[config.mk]
export PLATFORM = sky130hd
export DESIGN_NAME = clkgen_ctrl
export DESIGN_NICKNAME = d
export VERILOG_FILES = /design/src/hw/clkgen_pkg.sv /design/src/hw/clkgen_ctrl.sv
export SDC_FILE = /design/constraint.sdc
export NUM_CORES = 1
export LEC_CHECK = 0
export ABC_AREA = 1
export BUFFER_PORTS_ARGS = -buffer_cell sky130_fd_sc_hd__buf_2
export CAP_MARGIN = 40
export CORE_AREA = 8 8 120 122
export DETAILED_ROUTE_END_ITERATION = 7
export DIE_AREA = 0 0 128 130
export PLACE_DENSITY = 0.84
export SLEW_MARGIN = 20
export SYNTH_ARGS = -nofsm -noshare
export SYNTH_HDL_FRONTEND = slang
export SYNTH_HIERARCHICAL = 1
export SYNTH_SLANG_ARGS = --single-unit
[constraint.sdc]
create_clock -name pclk -period 7.3 [get_ports pclk]
set_input_delay 1.46 -clock pclk [delete_from_list [all_inputs] [get_ports pclk]]
set_output_delay 1.46 -clock pclk [all_outputs]
set_load 0.05 [all_outputs]
[src/hw/clkgen_pkg.sv]
// Purpose: Shared constants for the clock generator controller
// Assumes: APB byte addresses, 32-bit data, one register per word
// Notes: Field positions, reset values and mode codes are named here once
package clkgen_pkg;

    // ============================================================
    // Register byte addresses
    localparam logic [31:0] ADDR_PLL_CONTROL_STATUS = 32'h01B7C100;
    localparam logic [31:0] ADDR_PLL_MULTIPLIER = 32'h01B7C110;
    localparam logic [31:0] ADDR_PRESCALE_DIVIDER = 32'h01B7C114;
    localparam logic [31:0] ADDR_CORE_CLOCK_DIVIDER = 32'h01B7C118;
    localparam logic [31:0] ADDR_BUS_CLOCK_DIVIDER = 32'h01B7C11C;
    localparam logic [31:0] ADDR_MEMORY_CLOCK_DIVIDER = 32'h01B7C120;
    localparam logic [31:0] ADDR_OSCILLATOR_OUTPUT_DIVIDER = 32'h01B7C124;

    // ============================================================
    // Control and status field positions
    localparam int STABLE_POS = 6;
    localparam int PLL_RESET_POS = 3;
    localparam int MUST_ZERO_POS = 2;
    localparam int PLL_POWERDOWN_POS = 1;
    localparam int PLL_PATH_POS = 0;

    // Divider and multiplier field layout
    localparam int RATIO_W = 5;
    localparam int DIV_ENABLE_POS = 15;

    // ============================================================
    // Reset values
    localparam logic RST_PLL_RESET = 1'b1;
    localparam logic RST_PLL_POWERDOWN = 1'b0;
    localparam logic RST_PLL_PATH = 1'b0;
    localparam logic [4:0] RST_MULTIPLY = 5'h07;
    localparam logic RST_DIV_ENABLE = 1'b1;
    localparam logic [4:0] RST_PRESCALE_RATIO = 5'h00;
    localparam logic [4:0] RST_CORE_RATIO = 5'h00;
    localparam logic [4:0] RST_BUS_RATIO = 5'h01;
    localparam logic [4:0] RST_MEMORY_RATIO = 5'h01;
    localparam logic [4:0] RST_OSC_RATIO = 5'h07;

    // ============================================================
    // Power-down select codes that stop the PLL clock
    localparam logic [5:0] CLOCK_STOP_MODE = 6'h1A;
    localparam logic [5:0] DEEP_SLEEP_MODE = 6'h1C;

    // Reference clock edges counted before the input is deemed stable
    localparam int STABLE_EDGES_DEFAULT = 4096;

endpackage

[src/hw/clkgen_ctrl.sv]
// Purpose: Programmable clock generator controller with APB registers
// Assumes: Reference and PLL clocks are far slower than pclk and are sampled
// Notes: All generated clocks are registered levels rebuilt on pclk
//
// Summary of operation
// Stable bit reads 1 after input count
// PLL reset bit holds PLL reset, default 1
// Software writes zero to bit two
// Power-down bit stops PLL when set
// Mode zero bypasses prescale and PLL
// Mode one clocks system from PLL output
// Reserved fields read zero, writes ignored
// Multiplier field five bits, default times seven
// Software avoids unsupported multiplier codes
// Divider enable bit fifteen stops its output
// Ratio code n divides by n plus one
// Divider ratio reset values one,one,two,two
// Software keeps core and bus dividers enabled
// Software sets bus ratio twice core ratio
// Oscillator divider enable stops raw clock
// Oscillator ratio defaults to divide by eight
// Raw clock comes from reference, not PLL
// Deep sleep stops clocks only on PLL path
// Software selects PLL before deep sleep
// Software prefers power-down bit for sleep
// Software writes whole power-down field at once
// Power-down gates only reference and raw clock; the code gates the PLL clock edges too
// Software holds PLL reset 125 ns minimum
// Software waits lock time before PLL mode
// Software bypasses while changing PLL input
// Software orders core and bus ratio writes
// Source and ratio changes make no runt pulses
// Multiplier and ratios change at safe boundaries
//
// Added by the designer: the APB interface to the registers.
`timescale 1ns/100ps

// ============================================================
// One divider: counts source edges, updates settings at period end
module clk_divider #(
    parameter logic [4:0] RST_RATIO = 5'h00,
    parameter logic RST_EN = 1'b1
) (
    // Clock and reset
    input wire logic pclk,
    input wire logic presetn,
    // Source edge strobe, either polarity
    input wire logic src_edge,
    // Programmed settings
    input wire logic [4:0] ratio,
    input wire logic enable,
    // Divided clock level
    output logic clk_out
);
    logic [4:0] cnt; // Edges since last toggle
    logic [4:0] act_ratio; // Ratio in force
    logic act_en; // Enable in force
    wire last_edge = src_edge && (cnt == act_ratio);
    // Period end: output high or held off, safe to take new settings
    wire boundary = last_edge && (clk_out || !act_en);

    // Toggle every ratio+1 source edges, so the period is ratio+1 sources
    always_ff @(posedge pclk or negedge presetn) begin
        if (!presetn) begin
            cnt <= 5'h00;
            act_ratio <= RST_RATIO;
            act_en <= RST_EN;
            clk_out <= 1'b0;
        end else if (boundary) begin
            // Close the period low and load settings
            cnt <= 5'h00;
            clk_out <= 1'b0;
            act_ratio <= ratio;
            act_en <= enable;
        end else if (last_edge) begin
            cnt <= 5'h00;
            clk_out <= act_en & ~clk_out;
        end else if (src_edge) begin
            cnt <= cnt + 5'h01;
        end
    end

    chk_div_off: assert property (@(posedge pclk) disable iff (!presetn)
        !act_en |=> !clk_out) else $error("disabled divider drives a clock");
    chk_div_toggle: assert property (@(posedge pclk) disable iff (!presetn)
        last_edge && act_en && !clk_out |=> clk_out) else $error("divider missed toggle");
endmodule

// ============================================================
// Top: register file, source selection and the divider chain
module clkgen_ctrl
    import clkgen_pkg::*;
#(
    parameter int STABLE_EDGES = STABLE_EDGES_DEFAULT
) (
    // APB slave
    input wire logic pclk,
    input wire logic presetn,
    input wire logic psel,
    input wire logic penable,
    input wire logic pwrite,
    input wire logic [31:0] paddr,
    input wire logic [31:0] pwdata,
    output logic [31:0] prdata,
    output logic pready,
    output logic pslverr,
    // Clock sources from pins and the PLL macro
    input wire logic reference_clock_input,
    input wire logic pll_output_clock,
    // CPU power-down request, pclk domain
    input wire logic [5:0] powerdown_select_field,
    // PLL macro controls
    output logic pll_reset,
    output logic pll_powerdown,
    output logic [4:0] pll_multiplier,
    output logic pll_reference_clock,
    // Generated clocks
    output logic core_clock,
    output logic peripheral_bus_clock,
    output logic memory_interface_clock,
    output logic raw_clock_output
);
    // ============================================================
    // Input synchronisers and edge strobes
    logic [2:0] ref_sync; // [0] metastable stage, read only by [1]
    logic [2:0] pll_sync; // Same arrangement for the PLL clock

    // Two flops, then a third for edge detection
    always_ff @(posedge pclk or negedge presetn) begin
        if (!presetn) begin
            ref_sync <= 3'h0;
            pll_sync <= 3'h0;
        end else begin
            ref_sync <= {ref_sync[1:0], reference_clock_input};
            pll_sync <= {pll_sync[1:0], pll_output_clock};
        end
    end

    wire ref_edge = ref_sync[2] ^ ref_sync[1];
    wire pll_edge = pll_sync[2] ^ pll_sync[1];
    wire ref_rise = ref_sync[1] & ~ref_sync[2];

    // ============================================================
    // Register storage
    logic ctl_rst; // PLL reset bit
    logic ctl_pwrdn; // PLL power-down bit
    logic ctl_path; // PLL path select bit
    logic [4:0] mult; // Multiply mode field
    logic [4:0] ratio [5]; // Prescale, core, bus, memory, oscillator
    logic [4:0] div_en; // Matching enable bits
    logic stable_bit; // Reference deemed stable
    logic [12:0] stable_cnt; // Reference rising edges counted until stable

    // Address decode
    wire hit_csr = (paddr == ADDR_PLL_CONTROL_STATUS);
    wire hit_mul = (paddr == ADDR_PLL_MULTIPLIER);
    wire [4:0] hit_div;
    assign hit_div[0] = (paddr == ADDR_PRESCALE_DIVIDER);
    assign hit_div[1] = (paddr == ADDR_CORE_CLOCK_DIVIDER);
    assign hit_div[2] = (paddr == ADDR_BUS_CLOCK_DIVIDER);
    assign hit_div[3] = (paddr == ADDR_MEMORY_CLOCK_DIVIDER);
    assign hit_div[4] = (paddr == ADDR_OSCILLATOR_OUTPUT_DIVIDER);
    wire mapped = hit_csr | hit_mul | (|hit_div);

    // Transfer completes on the edge where pready is seen high
    wire access = psel & penable;
    wire wr_done = access & pready & pwrite & mapped;

    // Read mux, reserved bits read zero
    wire [31:0] csr_rd = {25'h0, stable_bit, 2'b00, ctl_rst, 1'b0, ctl_pwrdn, ctl_path};
    logic [31:0] div_rd;
    always_comb begin
        div_rd = 32'h0;
        for (int i = 0; i < 5; i++) begin
            if (hit_div[i]) begin
                div_rd = {16'h0, div_en[i], 10'h000, ratio[i]};
            end
        end
    end
    wire [31:0] next_prdata = hit_csr ? csr_rd : (hit_mul ? {27'h0, mult} : div_rd);

    // APB answer: one wait state, then ready with data or error
    always_ff @(posedge pclk or negedge presetn) begin
        if (!presetn) begin
            pready <= 1'b0;
            pslverr <= 1'b0;
            prdata <= 32'h0;
        end else if (access && !pready) begin
            pready <= 1'b1;
            pslverr <= ~mapped;
            prdata <= (pwrite || !mapped) ? 32'h0 : next_prdata;
        end else begin
            pready <= 1'b0;
            pslverr <= 1'b0;
        end
    end

    // Control bits; only documented fields take write data
    always_ff @(posedge pclk or negedge presetn) begin
        if (!presetn) begin
            ctl_rst <= RST_PLL_RESET;
            ctl_pwrdn <= RST_PLL_POWERDOWN;
            ctl_path <= RST_PLL_PATH;
            mult <= RST_MULTIPLY;
        end else if (wr_done && hit_csr) begin
            // Bit two is not stored, software keeps it zero
            ctl_rst <= pwdata[PLL_RESET_POS];
            ctl_pwrdn <= pwdata[PLL_POWERDOWN_POS];
            ctl_path <= pwdata[PLL_PATH_POS];
        end else if (wr_done && hit_mul) begin
            mult <= pwdata[RATIO_W-1:0];
        end
    end

    // Divider settings with their reset values
    localparam logic [4:0] RST_RATIOS [5] = '{RST_PRESCALE_RATIO, RST_CORE_RATIO,
        RST_BUS_RATIO, RST_MEMORY_RATIO, RST_OSC_RATIO};
    always_ff @(posedge pclk or negedge presetn) begin
        if (!presetn) begin
            for (int i = 0; i < 5; i++) begin
                ratio[i] <= RST_RATIOS[i];
                div_en[i] <= RST_DIV_ENABLE;
            end
        end else begin
            for (int i = 0; i < 5; i++) begin
                if (wr_done && hit_div[i]) begin
                    ratio[i] <= pwdata[RATIO_W-1:0];
                    div_en[i] <= pwdata[DIV_ENABLE_POS];
                end
            end
        end
    end

    // ============================================================
    // Input stability counter
    always_ff @(posedge pclk or negedge presetn) begin
        if (!presetn) begin
            stable_cnt <= 13'h0000;
            stable_bit <= 1'b0;
        end else if (!stable_bit && ref_rise) begin
            // Still counting: stable bit stays low until the last edge
            stable_cnt <= stable_cnt + 13'h0001;
            stable_bit <= (stable_cnt == 13'(STABLE_EDGES - 1));
        end
    end

    // ============================================================
    // Source selection and deep power-down gating
    logic act_path; // Path select in force
    logic clk_stop; // Deep sleep stops clocks
    wire deep_req = (powerdown_select_field == CLOCK_STOP_MODE)
        || (powerdown_select_field == DEEP_SLEEP_MODE);
    // Both sources and the core clock low: switching now cannot cut a pulse short
    // Bus and memory clocks may run in opposite phases, so waiting on them could stall forever
    wire quiet = !ref_sync[1] && !pll_sync[1] && !core_clock;

    // Apply the path select only at a quiet point
    always_ff @(posedge pclk or negedge presetn) begin
        if (!presetn) begin
            act_path <= RST_PLL_PATH;
            clk_stop <= 1'b0;
        end else begin
            if (quiet) begin
                act_path <= ctl_path;
            end
            // Stop has effect only while the PLL path is in use
            clk_stop <= deep_req & act_path;
        end
    end

    // Both the reference input and the PLL clock edges are gated here
    wire ref_edge_g = ref_edge & ~clk_stop;
    wire pll_edge_g = pll_edge & ~clk_stop;
    wire sys_edge = act_path ? pll_edge_g : ref_edge_g;

    // PLL macro controls; multiplier follows only while bypassed
    always_ff @(posedge pclk or negedge presetn) begin
        if (!presetn) begin
            pll_reset <= RST_PLL_RESET;
            pll_powerdown <= RST_PLL_POWERDOWN;
            pll_multiplier <= RST_MULTIPLY;
        end else begin
            pll_reset <= ctl_rst;
            pll_powerdown <= ctl_pwrdn;
            if (!act_path) begin
                pll_multiplier <= mult;
            end
        end
    end

    // ============================================================
    // Divider chain
    // Prescale feeds the PLL reference from the gated input
    clk_divider #(.RST_RATIO(RST_PRESCALE_RATIO), .RST_EN(RST_DIV_ENABLE)) u_prescale (
        .pclk(pclk), .presetn(presetn), .src_edge(ref_edge_g),
        .ratio(ratio[0]), .enable(div_en[0]), .clk_out(pll_reference_clock));
    // Core clock from the selected system source
    clk_divider #(.RST_RATIO(RST_CORE_RATIO), .RST_EN(RST_DIV_ENABLE)) u_core (
        .pclk(pclk), .presetn(presetn), .src_edge(sys_edge),
        .ratio(ratio[1]), .enable(div_en[1]), .clk_out(core_clock));
    // Peripheral bus clock
    clk_divider #(.RST_RATIO(RST_BUS_RATIO), .RST_EN(RST_DIV_ENABLE)) u_bus (
        .pclk(pclk), .presetn(presetn), .src_edge(sys_edge),
        .ratio(ratio[2]), .enable(div_en[2]), .clk_out(peripheral_bus_clock));
    // External memory interface clock
    clk_divider #(.RST_RATIO(RST_MEMORY_RATIO), .RST_EN(RST_DIV_ENABLE)) u_mem (
        .pclk(pclk), .presetn(presetn), .src_edge(sys_edge),
        .ratio(ratio[3]), .enable(div_en[3]), .clk_out(memory_interface_clock));
    // Raw clock straight from the reference, never the PLL
    clk_divider #(.RST_RATIO(RST_OSC_RATIO), .RST_EN(RST_DIV_ENABLE)) u_osc (
        .pclk(pclk), .presetn(presetn), .src_edge(ref_edge_g),
        .ratio(ratio[4]), .enable(div_en[4]), .clk_out(raw_clock_output));

    // ============================================================
    // Checks
    chk_stable_count: assert property (@(posedge pclk) disable iff (!presetn)
        $rose(stable_bit) |-> $past(stable_cnt) == 13'(STABLE_EDGES - 1))
        else $error("stable bit rose at wrong count");
    chk_pll_reset: assert property (@(posedge pclk) disable iff (!presetn)
        wr_done && hit_csr |=> ##1 pll_reset == $past(pwdata[PLL_RESET_POS], 2))
        else $error("PLL reset does not follow its bit");
    chk_reserved_zero: assert property (@(posedge pclk) disable iff (!presetn)
        pready && !pslverr && hit_csr |-> prdata[31:7] == 25'h0 && prdata[5:4] == 2'b00
        && prdata[2] == 1'b0) else $error("reserved bits read nonzero");
    chk_bypass_src: assert property (@(posedge pclk) disable iff (!presetn)
        !act_path |-> sys_edge == ref_edge_g) else $error("bypass not from reference");
    chk_pll_src: assert property (@(posedge pclk) disable iff (!presetn)
        act_path |-> sys_edge == pll_edge_g) else $error("PLL mode not from PLL");
    chk_mult_hold: assert property (@(posedge pclk) disable iff (!presetn)
        act_path |=> $stable(pll_multiplier)) else $error("multiplier changed on PLL path");
    chk_bypass_nostop: assert property (@(posedge pclk) disable iff (!presetn)
        !act_path |=> !clk_stop) else $error("deep sleep stopped bypassed clocks");
    chk_stop_gates: assert property (@(posedge pclk) disable iff (!presetn)
        clk_stop |=> $stable(core_clock) && $stable(raw_clock_output))
        else $error("stopped source still runs");
    chk_apb_wait: assert property (@(posedge pclk) disable iff (!presetn)
        access && !pready |=> pready ##1 !pready) else $error("APB answer timing wrong");

    cov_path_switch: cover property (@(posedge pclk) disable iff (!presetn) $rose(act_path));
    cov_stable: cover property (@(posedge pclk) disable iff (!presetn) $rose(stable_bit));
    cov_deep_stop: cover property (@(posedge pclk) disable iff (!presetn) $rose(clk_stop));
    cov_div_write: cover property (@(posedge pclk) disable iff (!presetn) wr_done && hit_div[1]);
endmodule

=== Word-level counts from Yosys, hierarchy flattened ===
Cells that the tools add are included.

* Reduce and logical (&&, ||, !) cells: 51
* $add $sub $neg: 6
* Equality and inequality tests: 15
* Bitwise operators: 26
* Multiplexer cells: 36

{| class="wikitable"
|+ Operator list
! kind !! number
|-
| $eq 32x25->1 const B || 7
|-
| $mux 32 || 3
|-
| $mux 16 || 5
|-
| $mux 5 || 15
|-
| $add 5x1->5 const B || 5
|-
| $eq 5x5->1 || 5
|-
| $logic_and 1x1->1 || 21
|-
| $reduce_bool 3->1 || 5
|-
| $add 13x1->13 const B || 1
|-
| $and 1x1->1 || 13
|-
| $eq 13x12->1 const B || 1
|-
| $mux 1 || 13
|-
| $eq 6x5->1 const B || 2
|-
| $logic_not 1->1 || 11
|-
| $reduce_bool 2->1 || 5
|-
| $not 1->1 || 9
|-
| $logic_or 1x1->1 || 7
|-
| $reduce_or 5->1 || 1
|-
| $or 1x1->1 || 2
|-
| $reduce_and 2->1 || 1
|-
| $xor 1x1->1 || 2
|}

* Register bits after elaboration: 161
* Output and inout port bits: 46
* Logic and storage cells: 180
* Input port bits: 77

=== Logic depth before layout (Yosys ltp) ===
Gate-level depths: netlist (run 1).

* Depth in word-level cells: 9
* Depth in mapped cells: 14

=== By module ===
Netlist (run 1), hierarchy kept.

{| class="wikitable"
|+ Modules (own cells, without submodules)
! module !! cells each !! times used !! seq. area each (µm²) !! area an instance (µm²)
|-
| clkgen_ctrl || 477 || 1 || 1924.3 || 3943.8
|-
| clk_divider (u_bus ...) || 84 || 2 || 302.8 || 699.4
|-
| clk_divider (u_core ...) || 84 || 2 || 301.5 || 698.2
|-
| clk_divider (u_osc) || 84 || 1 || 305.3 || 701.9
|}

=== Least setup slack after synthesis (run 1) ===
Ideal clock, no wire load.

* Kind: input-to-reg
* Start point: input port paddr[9]
* End point: register ratio[3] (netlist name)
* Path buffers: 1
* Library setup time: 121 ps
* Data required time: 7179 ps
* Setup slack: 4362 ps
* Stages on the path: 13
* Arrival time: 2817 ps
* Cells stage by stage: inv_1 nand2_1 nor2_1 nand2_1 nor2_4 nand3_4 nand2_2 nor2_1 nand2_4 nand2_8 buf_2 o21ai_1 nand2_1

* Cells in the longest elaborated chain, start to end: 5
* Elaborated cells on any way between the ends: 12

{| class="wikitable"
|+ RTL lines
! what !! line !! source
|-
| start: declaration || clkgen_ctrl.sv:102 || <nowiki>input wire logic [31:0] paddr,</nowiki>
|-
| $eq 32x25->1 (tied with other cells) || clkgen_ctrl.sv:158 || <nowiki>assign hit_div[0] = (paddr == ADDR_PRESCALE_DIVIDER);</nowiki>
|-
| $reduce_or 5->1 or $or 1x1->1 (tied branches) || clkgen_ctrl.sv:163 || <nowiki>wire mapped = hit_csr | hit_mul | (|hit_div);</nowiki>
|-
| $or 1x1->1 || clkgen_ctrl.sv:163 ||
|-
| $and 1x1->1 || clkgen_ctrl.sv:167 || <nowiki>wire wr_done = access & pready & pwrite & mapped;</nowiki>
|-
| $logic_and 1x1->1 * || clkgen_ctrl.sv:226 || <nowiki>if (wr_done && hit_div[i]) begin</nowiki>
|-
| end signal: indexed assignment || clkgen_ctrl.sv:221 || <nowiki>ratio[i] <= RST_RATIOS[i];</nowiki>
|-
| end signal: indexed assignment || clkgen_ctrl.sv:227 || <nowiki>ratio[i] <= pwdata[RATIO_W-1:0];</nowiki>
|-
| end: declaration || clkgen_ctrl.sv:149 || <nowiki>logic [4:0] ratio [5];</nowiki>
|}

Mark *: on every way between the ends. The rest lies on a longest branch, timed or not.
A chain may end at the register's enable or synchronous reset.

=== Final worst setup path (run 1) ===
* Start point: input port paddr[9]
* End point: register ratio[13] (netlist name)

Same word-level chain as after synthesis.

==> results.txt, run 1 <==
----------------------------------------------------
[Routing]
  DR DRC count ... 0
  Wire length reported by the detailed router ... 15,900 um
  WL per Instance ... 13.6 um
  Vias after detailed routing ... 5,909
  Detailed-route vias per instance ... 5.06
  Detailed Routing Iterations Pass 1 ... 5
  Antenna-violating nets left ... 0
  Number of DRC markers in iteration 0 ... 445

[CTS]
  H-tree lvl count ... 4
  Bufs on Longest Clock Path ... 2
  Clock tree from TritonCTS ... yes
  Setup fix buffers added after clock tree synthesis ... 0
  Clock insertion delay at the later pin of the skew report ... 420 ps
  Clock root buffer ... clkbuf_16
  Clock sink total ... 136
  Number of buffers created by CTS ... 17
  Clock Pin Slew Worst Setup and Hold Paths ... 60 ps
  Post-CTS sizing ... 0
  Number of hold-repair buffers added at the cts stage ... 0

[Synthesis]
  Total number of yosys warnings ... 6
  Syn Std Cell Area ... 0.00744 mm2
  Proportion of synthesized chip area in sequential cells ... 0.462
  Most frequently used flop master after synthesis ... dfrtp_1
  Number of cells produced by synthesis ... 897
  Syn Area/Cell ... 8.30 um2
  Async set-reset flop share out of synthesis ... 1.00
  Number of flip-flops and latches in the synthesized netlist ... 136
  Netlist cell types ... 36
  Number of enable-type register cells in the synthesized netlist ... 0

[Die]
  Count of standard-cell rows ... 41
  Die area ... 0.0166 mm2
  Number of top-level pins ... 123
  Core Box Area ... 0.0124 mm2
  Starting density of the core ... 0.599
  Horiz. Die Dim ... 128 um
  Y dimension of the die ... 130 um

[Run status]
  Status ... finished clean

[Flow run]
  Maximum capacitance violations ... 0

[Timing]
  Smallest setup slack after layout ... 3850 ps
  Final TNS setup ... 0 ps
  Final Hold Viols ... 0
  Tcrit/Tclk final ... 0.473
  Smallest hold slack ... 348 ps
  Setup-failing EPs final ... 0
  Setup repair after global routing missed its margin ... no
  Normalized max-slew margin ... 0.588
  Worst Max-Slew Pin Slew ... 616 ps
  Slew Viols, Final ... 0
  Crit path time final ... 3450 ps
  Peak Freq ... 290 MHz
  Layout Skew ... 8.87 ps

[Final layout]
  Number of standard cells in the layout, taps in and fillers out ... 1,167
  # diodes ... 0
  Net count, final ... 1,066
  End-of-flow core utilization ... 0.690
  Area grow syn2layout ... 15.2%
  Fraction of layout instances using a drive strength above 1 ... 0.224
  Final non-filler cell area ... 0.00857 mm2

[Worst setup path]
  Worst setup EP type ... flip-flop
  Endpoint required time on the critical path ... 7650 ps
  Largest fanout on the critical path ... 26
  Worst path arrival time ... 3800 ps
  Worst Setup Path Type ... in2reg
  Crit path launch type ... input port

[Place]
  Placed wire-length estimate after detailed placement ... 11,500 um
  Dpl ws ... 3460 ps
  Quantity of I/O buffers inserted on ports ... 71
  Cells after DPL ... 1,135
  Placement Cell Area ... 0.00791 mm2
  GP Congestion ... 0.898

[Power]
  Highest ir drop seen on vdd ... 0.236 mV
  Standby leakage power ... 4.64 nW
  Power density over the cells ... 319 mW/mm2
  Total power of the final layout ... 2.74 mW

[Global route]
  Global-route wire length before repair ... 27,200 um
  Antenna violations before repair ... 0
  Largest net degree at the start of global routing ... 54
  All-Layer GR Usage ... 0.207
  Via count of the first global-routing pass ... 5,830
  Overflow left after global routing ... 0

[Min path]
  Hold WC Path Type ... reg2reg

----------------------------------------------------
==> critical path, stage by stage <==
cell,delay (ps)
buf_2,100
inv_1,40
nand2_1,40
nor2_1,210
nand2_1,200
nor2_4,180
nand3_1,470
nand2_1,230
nor2_1,90
nand2_4,130
nand2_8,170
nor2_2,280
nand2_1,100
nand2_1,100
==> state kept, by name (all words and copies together) (netlist names), 3 cells and up <==
name                  count
u_core/act_ratio          5
ref_sync                  3
u_mem/cnt                 5
u_bus/cnt                 5
u_core/cnt                5
u_osc/act_ratio           5
u_prescale/act_ratio      5
mult                      5
u_prescale/cnt            5
pll_sync                  3
div_en                    5
pll_multiplier            5
u_bus/act_ratio           5
stable_cnt               13
ratio                    25
u_osc/cnt                 5
prdata                    7
u_mem/act_ratio           5
==> where the power goes <==
group / total [mW] / switching [mW] / internal, mW
combinational: 0.772 / 0.524 / 0.249
sequential: 1.02 / 0.127 / 0.889
clock: 0.950 / 0.316 / 0.634
total: 2.74 / 0.967 / 1.77
==> final cells by class <==
| type | count | area (um2) |
|---|---|---|
| fill | 965 | 3840 |
| tap | 172 | 215 |
| clock buffer | 21 | 470 |
| clock inverter | 11 | 194 |
| multi-input combinational | 612 | 3320 |
| timing repair buffer | 75 | 404 |
| sequential | 136 | 3440 |
| inverter | 140 | 526 |
==> cells in the mapped netlist (12+ instances only) <==
cell | instances | area (um2)
nor2_8 | 12 | 240
inv_1 | 128 | 480
inv_2 | 12 | 45.0
nand4_1 | 40 | 250
nand2_1 | 294 | 1100
o21ai_0 | 44 | 220
nor2_1 | 28 | 105
nand3_1 | 23 | 115
buf_4 | 25 | 188
dfrtp_1 | 108 | 2700
nand2_2 | 13 | 81.3
a21oi_1 | 14 | 70.1
o21ai_1 | 26 | 130
dfstp_2 | 28 | 736
==> logic make-up (layout without fill, tap and decap cells) <==
family / after synthesis / in the layout / share of synthesized area
and+or+nand+nor: 460 / 460 / 0.325
xor gates and xnor gates: 18 / 18 / 0.0212
other: 1 / 25 / 0.000504
AOI/OAI and AO/OA: 102 / 102 / 0.0767
adders and majority gates: 7 / 7 / 0.0118
buffers and inverters: 173 / 247 / 0.103
DFF: 136 / 136 / 0.462
==> path summary, 6_finish.rpt <==
kind | startpoint | endpoint | slack [ps] | cells after the start
max in group asynchronous | presetn | u_core/act_en$_DFFE_PN1P_ | 5140 | 3
setup / recovery | paddr[9] | ratio[13]$_DFFE_PN0P_ | 3850 | 14
hold / removal | ref_sync[0]$_DFF_PN0_ | ref_sync[1]$_DFF_PN0_ | 350 | 0
setup reg to reg | ref_sync[1]$_DFF_PN0_ | u_core/act_ratio[1]$_DFFE_PN0P_ | 4630 | 13
min in group asynchronous | presetn | pll_multiplier[3]$_DFFE_PN0N_ | 970 | 1
hold reg to reg | ref_sync[0]$_DFF_PN0_ | ref_sync[1]$_DFF_PN0_ | 350 | 0
==> placed cells by master (no fill, tap or decap), drive strengths merged <==
cell type,count
buf,75
nand3b,6
o22ai,3
nand4,40
nor4b,1
dfstp,28
nor2,51
xor2,8
dfrtp,108
xnor2,10
clkinv,5
o21ai,80
bufinv,5
clkbuf,21
nor4,1
a21oi,19
conb,25
ha,7
nand3,35
clkinvlp,1
inv,140
nor3,12
nand2,314
==> per-layer routing <==
metal	share of wire	routed length (um)	vias to the layer above	track usage
met5	0	0	-	0
met4	0.017	263	0	0.0874
met3	0.057	907	24	0.0486
met2	0.49	7820	178	0.351
met1	0.43	6900	2740	0.248
li1	-	-	2967	-
(Power assumes the default switching activity.)
==> run 2: changes to the inputs <==
--- a/config.mk
+++ b/config.mk
@@ -8,10 +8,10 @@
 export ABC_AREA = 1
 export BUFFER_PORTS_ARGS = -buffer_cell sky130_fd_sc_hd__buf_2
 export CAP_MARGIN = 40
-export CORE_AREA = 8 8 120 122
+export CORE_AREA = 8 8 129 131
 export DETAILED_ROUTE_END_ITERATION = 7
-export DIE_AREA = 0 0 128 130
-export PLACE_DENSITY = 0.84
+export DIE_AREA = 0 0 137 139
+export PLACE_DENSITY = 0.76
 export SLEW_MARGIN = 20
 export SYNTH_ARGS = -nofsm -noshare
 export SYNTH_HDL_FRONTEND = slang
==> constraint.sdc (replaced) <==
create_clock -name pclk -period 2.85 [get_ports pclk]
set_input_delay 0.57 -clock pclk [delete_from_list [all_inputs] [get_ports pclk]]
set_output_delay 0.57 -clock pclk [all_outputs]
set_load 0.05 [all_outputs]
==> run 2 against run 1 <==
Effect of this change: sequential power rose to 2.6 times the previous value; global-route usage shrank 2.6 points; clock power up 140%; worst setup slack worse by 3200 ps; sequential cell count stayed put; cell count rose by 1.5%; first-iteration DRC count is 11% lower; register-to-register slack worse by 4000 ps; cell area decreased by 0.12%; clock skew increased by 1.7 ps; count of clock-buffer cells in the layout is 1 lower; critical endpoint is now u_mem/clk_out$_DFFE_PN0P_; highest routed layer unchanged.
==> results.txt, run 2 (same netlist as run 1, synthesis figures left out) <==
----------------------------------------------------
[Run status]
  Status ... finished clean

[Global route]
  Global-route wire length before repair ... 28,000 um (+3.0%)
  All-Layer GR Usage ... 0.180 (-0.0263)
  Antenna violations before repair ... 0 (unchanged)
  Largest net degree at the start of global routing ... 59 (+9.3%)
  Overflow left after global routing ... 0 (unchanged)
  Via count of the first global-routing pass ... 5,962 (+2.3%)

[Timing]
  Setup repair after global routing missed its margin ... no
  Worst Max-Slew Pin Slew ... 524 ps (-91.7 ps)
  Final TNS setup ... 0 ps (unchanged)
  Layout Skew ... 10.6 ps (+1.75 ps)
  Normalized max-slew margin ... 0.651 (+0.0623)
  Setup-failing EPs final ... 0 (unchanged)
  Tcrit/Tclk final ... 0.776
  Smallest setup slack after layout ... 638 ps (-3210 ps)
  Crit path time final ... 2210 ps
  Slew Viols, Final ... 0 (unchanged)
  Final Hold Viols ... 0 (unchanged)
  Peak Freq ... 452 MHz

[Power]
  Standby leakage power ... 4.62 nW (-0.36%)
  Power density over the cells ... 805 mW/mm2 (+150%)
  Highest ir drop seen on vdd ... 0.401 mV (+70%)

[CTS]
  Post-CTS sizing ... 0 (unchanged)
  Clock insertion delay at the later pin of the skew report ... 420 ps (about the same)
  Bufs on Longest Clock Path ... 2 (unchanged)
  H-tree lvl count ... 4 (unchanged)
  Number of hold-repair buffers added at the cts stage ... 0 (unchanged)
  Clock Pin Slew Worst Setup and Hold Paths ... 60 ps (about the same)
  Number of buffers created by CTS ... 17 (unchanged)
  Setup fix buffers added after clock tree synthesis ... 0 (unchanged)
  Clock tree from TritonCTS ... yes
  Clock root buffer ... clkbuf_16
  Clock sink total ... 136 (unchanged)

[Place]
  Placed wire-length estimate after detailed placement ... 11,700 um (+2.2%)
  GP Congestion ... 0.838 (-6.7%)
  Dpl ws ... 277 ps (-3180 ps)
  Quantity of I/O buffers inserted on ports ... 71 (unchanged)

[Routing]
  DR DRC count ... 0 (unchanged)
  Detailed Routing Iterations Pass 1 ... 4 (-1)
  Antenna-violating nets left ... 0 (unchanged)
  Detailed-route vias per instance ... 4.94 (-2.4%)
  Wire length reported by the detailed router ... 16,000 um (+0.87%)
  Vias after detailed routing ... 5,859 (-0.85%)
  WL per Instance ... 13.5 um (-0.66%)
  Number of DRC markers in iteration 0 ... 395 (-11%)

[Die]
  Starting density of the core ... 0.504 (-0.0950)
  Core Box Area ... 0.0148 mm2 (+19%)
  Count of standard-cell rows ... 45 (+9.8%)
  Number of top-level pins ... 123 (unchanged)
  Die area ... 0.0190 mm2 (+14%)
  Y dimension of the die ... 139 um (+6.9%)
  Horiz. Die Dim ... 137 um (+7.0%)

[Final layout]
  Flip-flop count of the largest register after layout ... 25 (unchanged)
  Commonest non-fill, non-tap cells in the layout ... nand2_1 (294), inv_1 (128), dfrtp_1 (108)
  Top flop regs ... ratio (25), stable_cnt (13), prdata (7)
  Number of fillers in the final layout ... 1,342 (+39%)
  Largest reg by FF count ... ratio
  Fraction of layout instances using a drive strength above 1 ... 0.226 (+0.00156)
  # diodes ... 0 (unchanged)
  Area grow syn2layout ... 15.1%
  Net count, final ... 1,068 (+0.19%)
  Most common cell after layout, fill and taps aside ... nand2_1

[Worst setup path]
  Crit path max-delay family ... flip-flops
  Worst path arrival time ... 2510 ps (-1290 ps)
  Capture instance of the worst register-to-register path ... u_mem/clk_out$_DFFE_PN0P_
  Cell depth of the worst flop-to-flop path ... 12 (-1)
  Worst Setup Path Type ... reg2reg
  Count of buffering cells on the critical path with inverters included ... 3 (+1)
  Flop-to-flop setup slack ... 640 ps (-3990 ps)
  Crit path launch ... act_path$_DFFE_PN0P_
  Slowest cell on crit path ... dfrtp_1
  Longest individual stage delay on the worst path ... 590 ps (+120 ps)
  Cell Chain, Critical Path ... inv_1, a21oi_1, o21ai_0, o21ai_0, buf_4, inv_2, a21oi_2, nand2_2, nor2_8, nand2_4, nand2_1, o21ai_2
  Most frequent cell on the critical path ... o21ai_0
  Largest fanout on the critical path ... 12 (-54%)
  Endpoint required time on the critical path ... 3150 ps (-4500 ps)
  Worst setup EP type ... flip-flop
  Crit path launch type ... flip-flop
  Reg2reg start ... act_path$_DFFE_PN0P_

[Min path]
  Hold WC Path Type ... in2async

[Flow run]
  Maximum capacitance violations ... 0 (unchanged)

----------------------------------------------------
-- run 2: worst reg2reg max path, cell delays in order (launching register included) --
cell	delay, ps
dfrtp_1	590
inv_1	150
a21oi_1	130
o21ai_0	90
o21ai_0	150
buf_4	240
inv_2	100
a21oi_2	120
nand2_2	100
nor2_8	170
nand2_4	110
nand2_1	90
o21ai_2	50
-- run 2: how the worst max path moves through the flow --
stage | end | cells past startpoint | slack (ps)
2_1_floorplan | u_core/clk_out$_DFFE_PN0P_ | 11 | 470
3_3_place_gp | ratio[21]$_DFFE_PN0P_ | 13 | 350
3_5_place_dp | ratio[5]$_DFFE_PN1P_ | 14 | 280
4_1_cts | u_mem/act_ratio[2]$_DFFE_PN0P_ | 12 | 630
5_1_grt | u_mem/cnt[1]$_DFFE_PN0P_ | 12 | 330
6_report | u_mem/clk_out$_DFFE_PN0P_ | 12 | 640
-- run 2: area by class of cell --
| class | instances | area, um2 | area share |
|---|---|---|---|
| well taps | 188 | 235 | 0.0275 |
| repair buffers | 77 | 419 | 0.0490 |
| clock buffers | 20 | 457 | 0.0533 |
| inverters | 140 | 526 | 0.0614 |
| clock inverters | 12 | 163 | 0.0190 |
| flip-flops and latches | 136 | 3440 | 0.402 |
| multi-input cells | 612 | 3320 | 0.388 |
-- run 2: layer usage --
layer,global-route usage,vias to the layer above,share of wire
met5,0,-,0
met4,0.0881,0,0.034
met3,0.0504,39,0.048
met2,0.280,138,0.48
met1,0.225,2709,0.43
li1,-,2973,-
-- run 2: where the power goes --
part | leakage (nW) | switching [mW] | internal (mW)
sequential | 1.65 | 0.337 | 2.28
clock | 0.298 | 0.857 | 1.44
combinational | 2.68 | 1.35 | 0.640
total | 4.62 | 2.54 | 4.35
-- run 2: through the flow --
step,util,hold WS [ps],std cells,power [mW],instance area (um2)
6_report,0.580,106,1185,6.89,8560
5_1_grt,0.580,146,1185,7.29,8560
4_1_cts,0.580,115,1185,6.94,8560
3_5_place_dp,0.538,339,1153,4.61,7940
3_3_place_gp,0.538,337,1153,4.54,7940
2_1_floorplan,-,274,921,4.20,7530
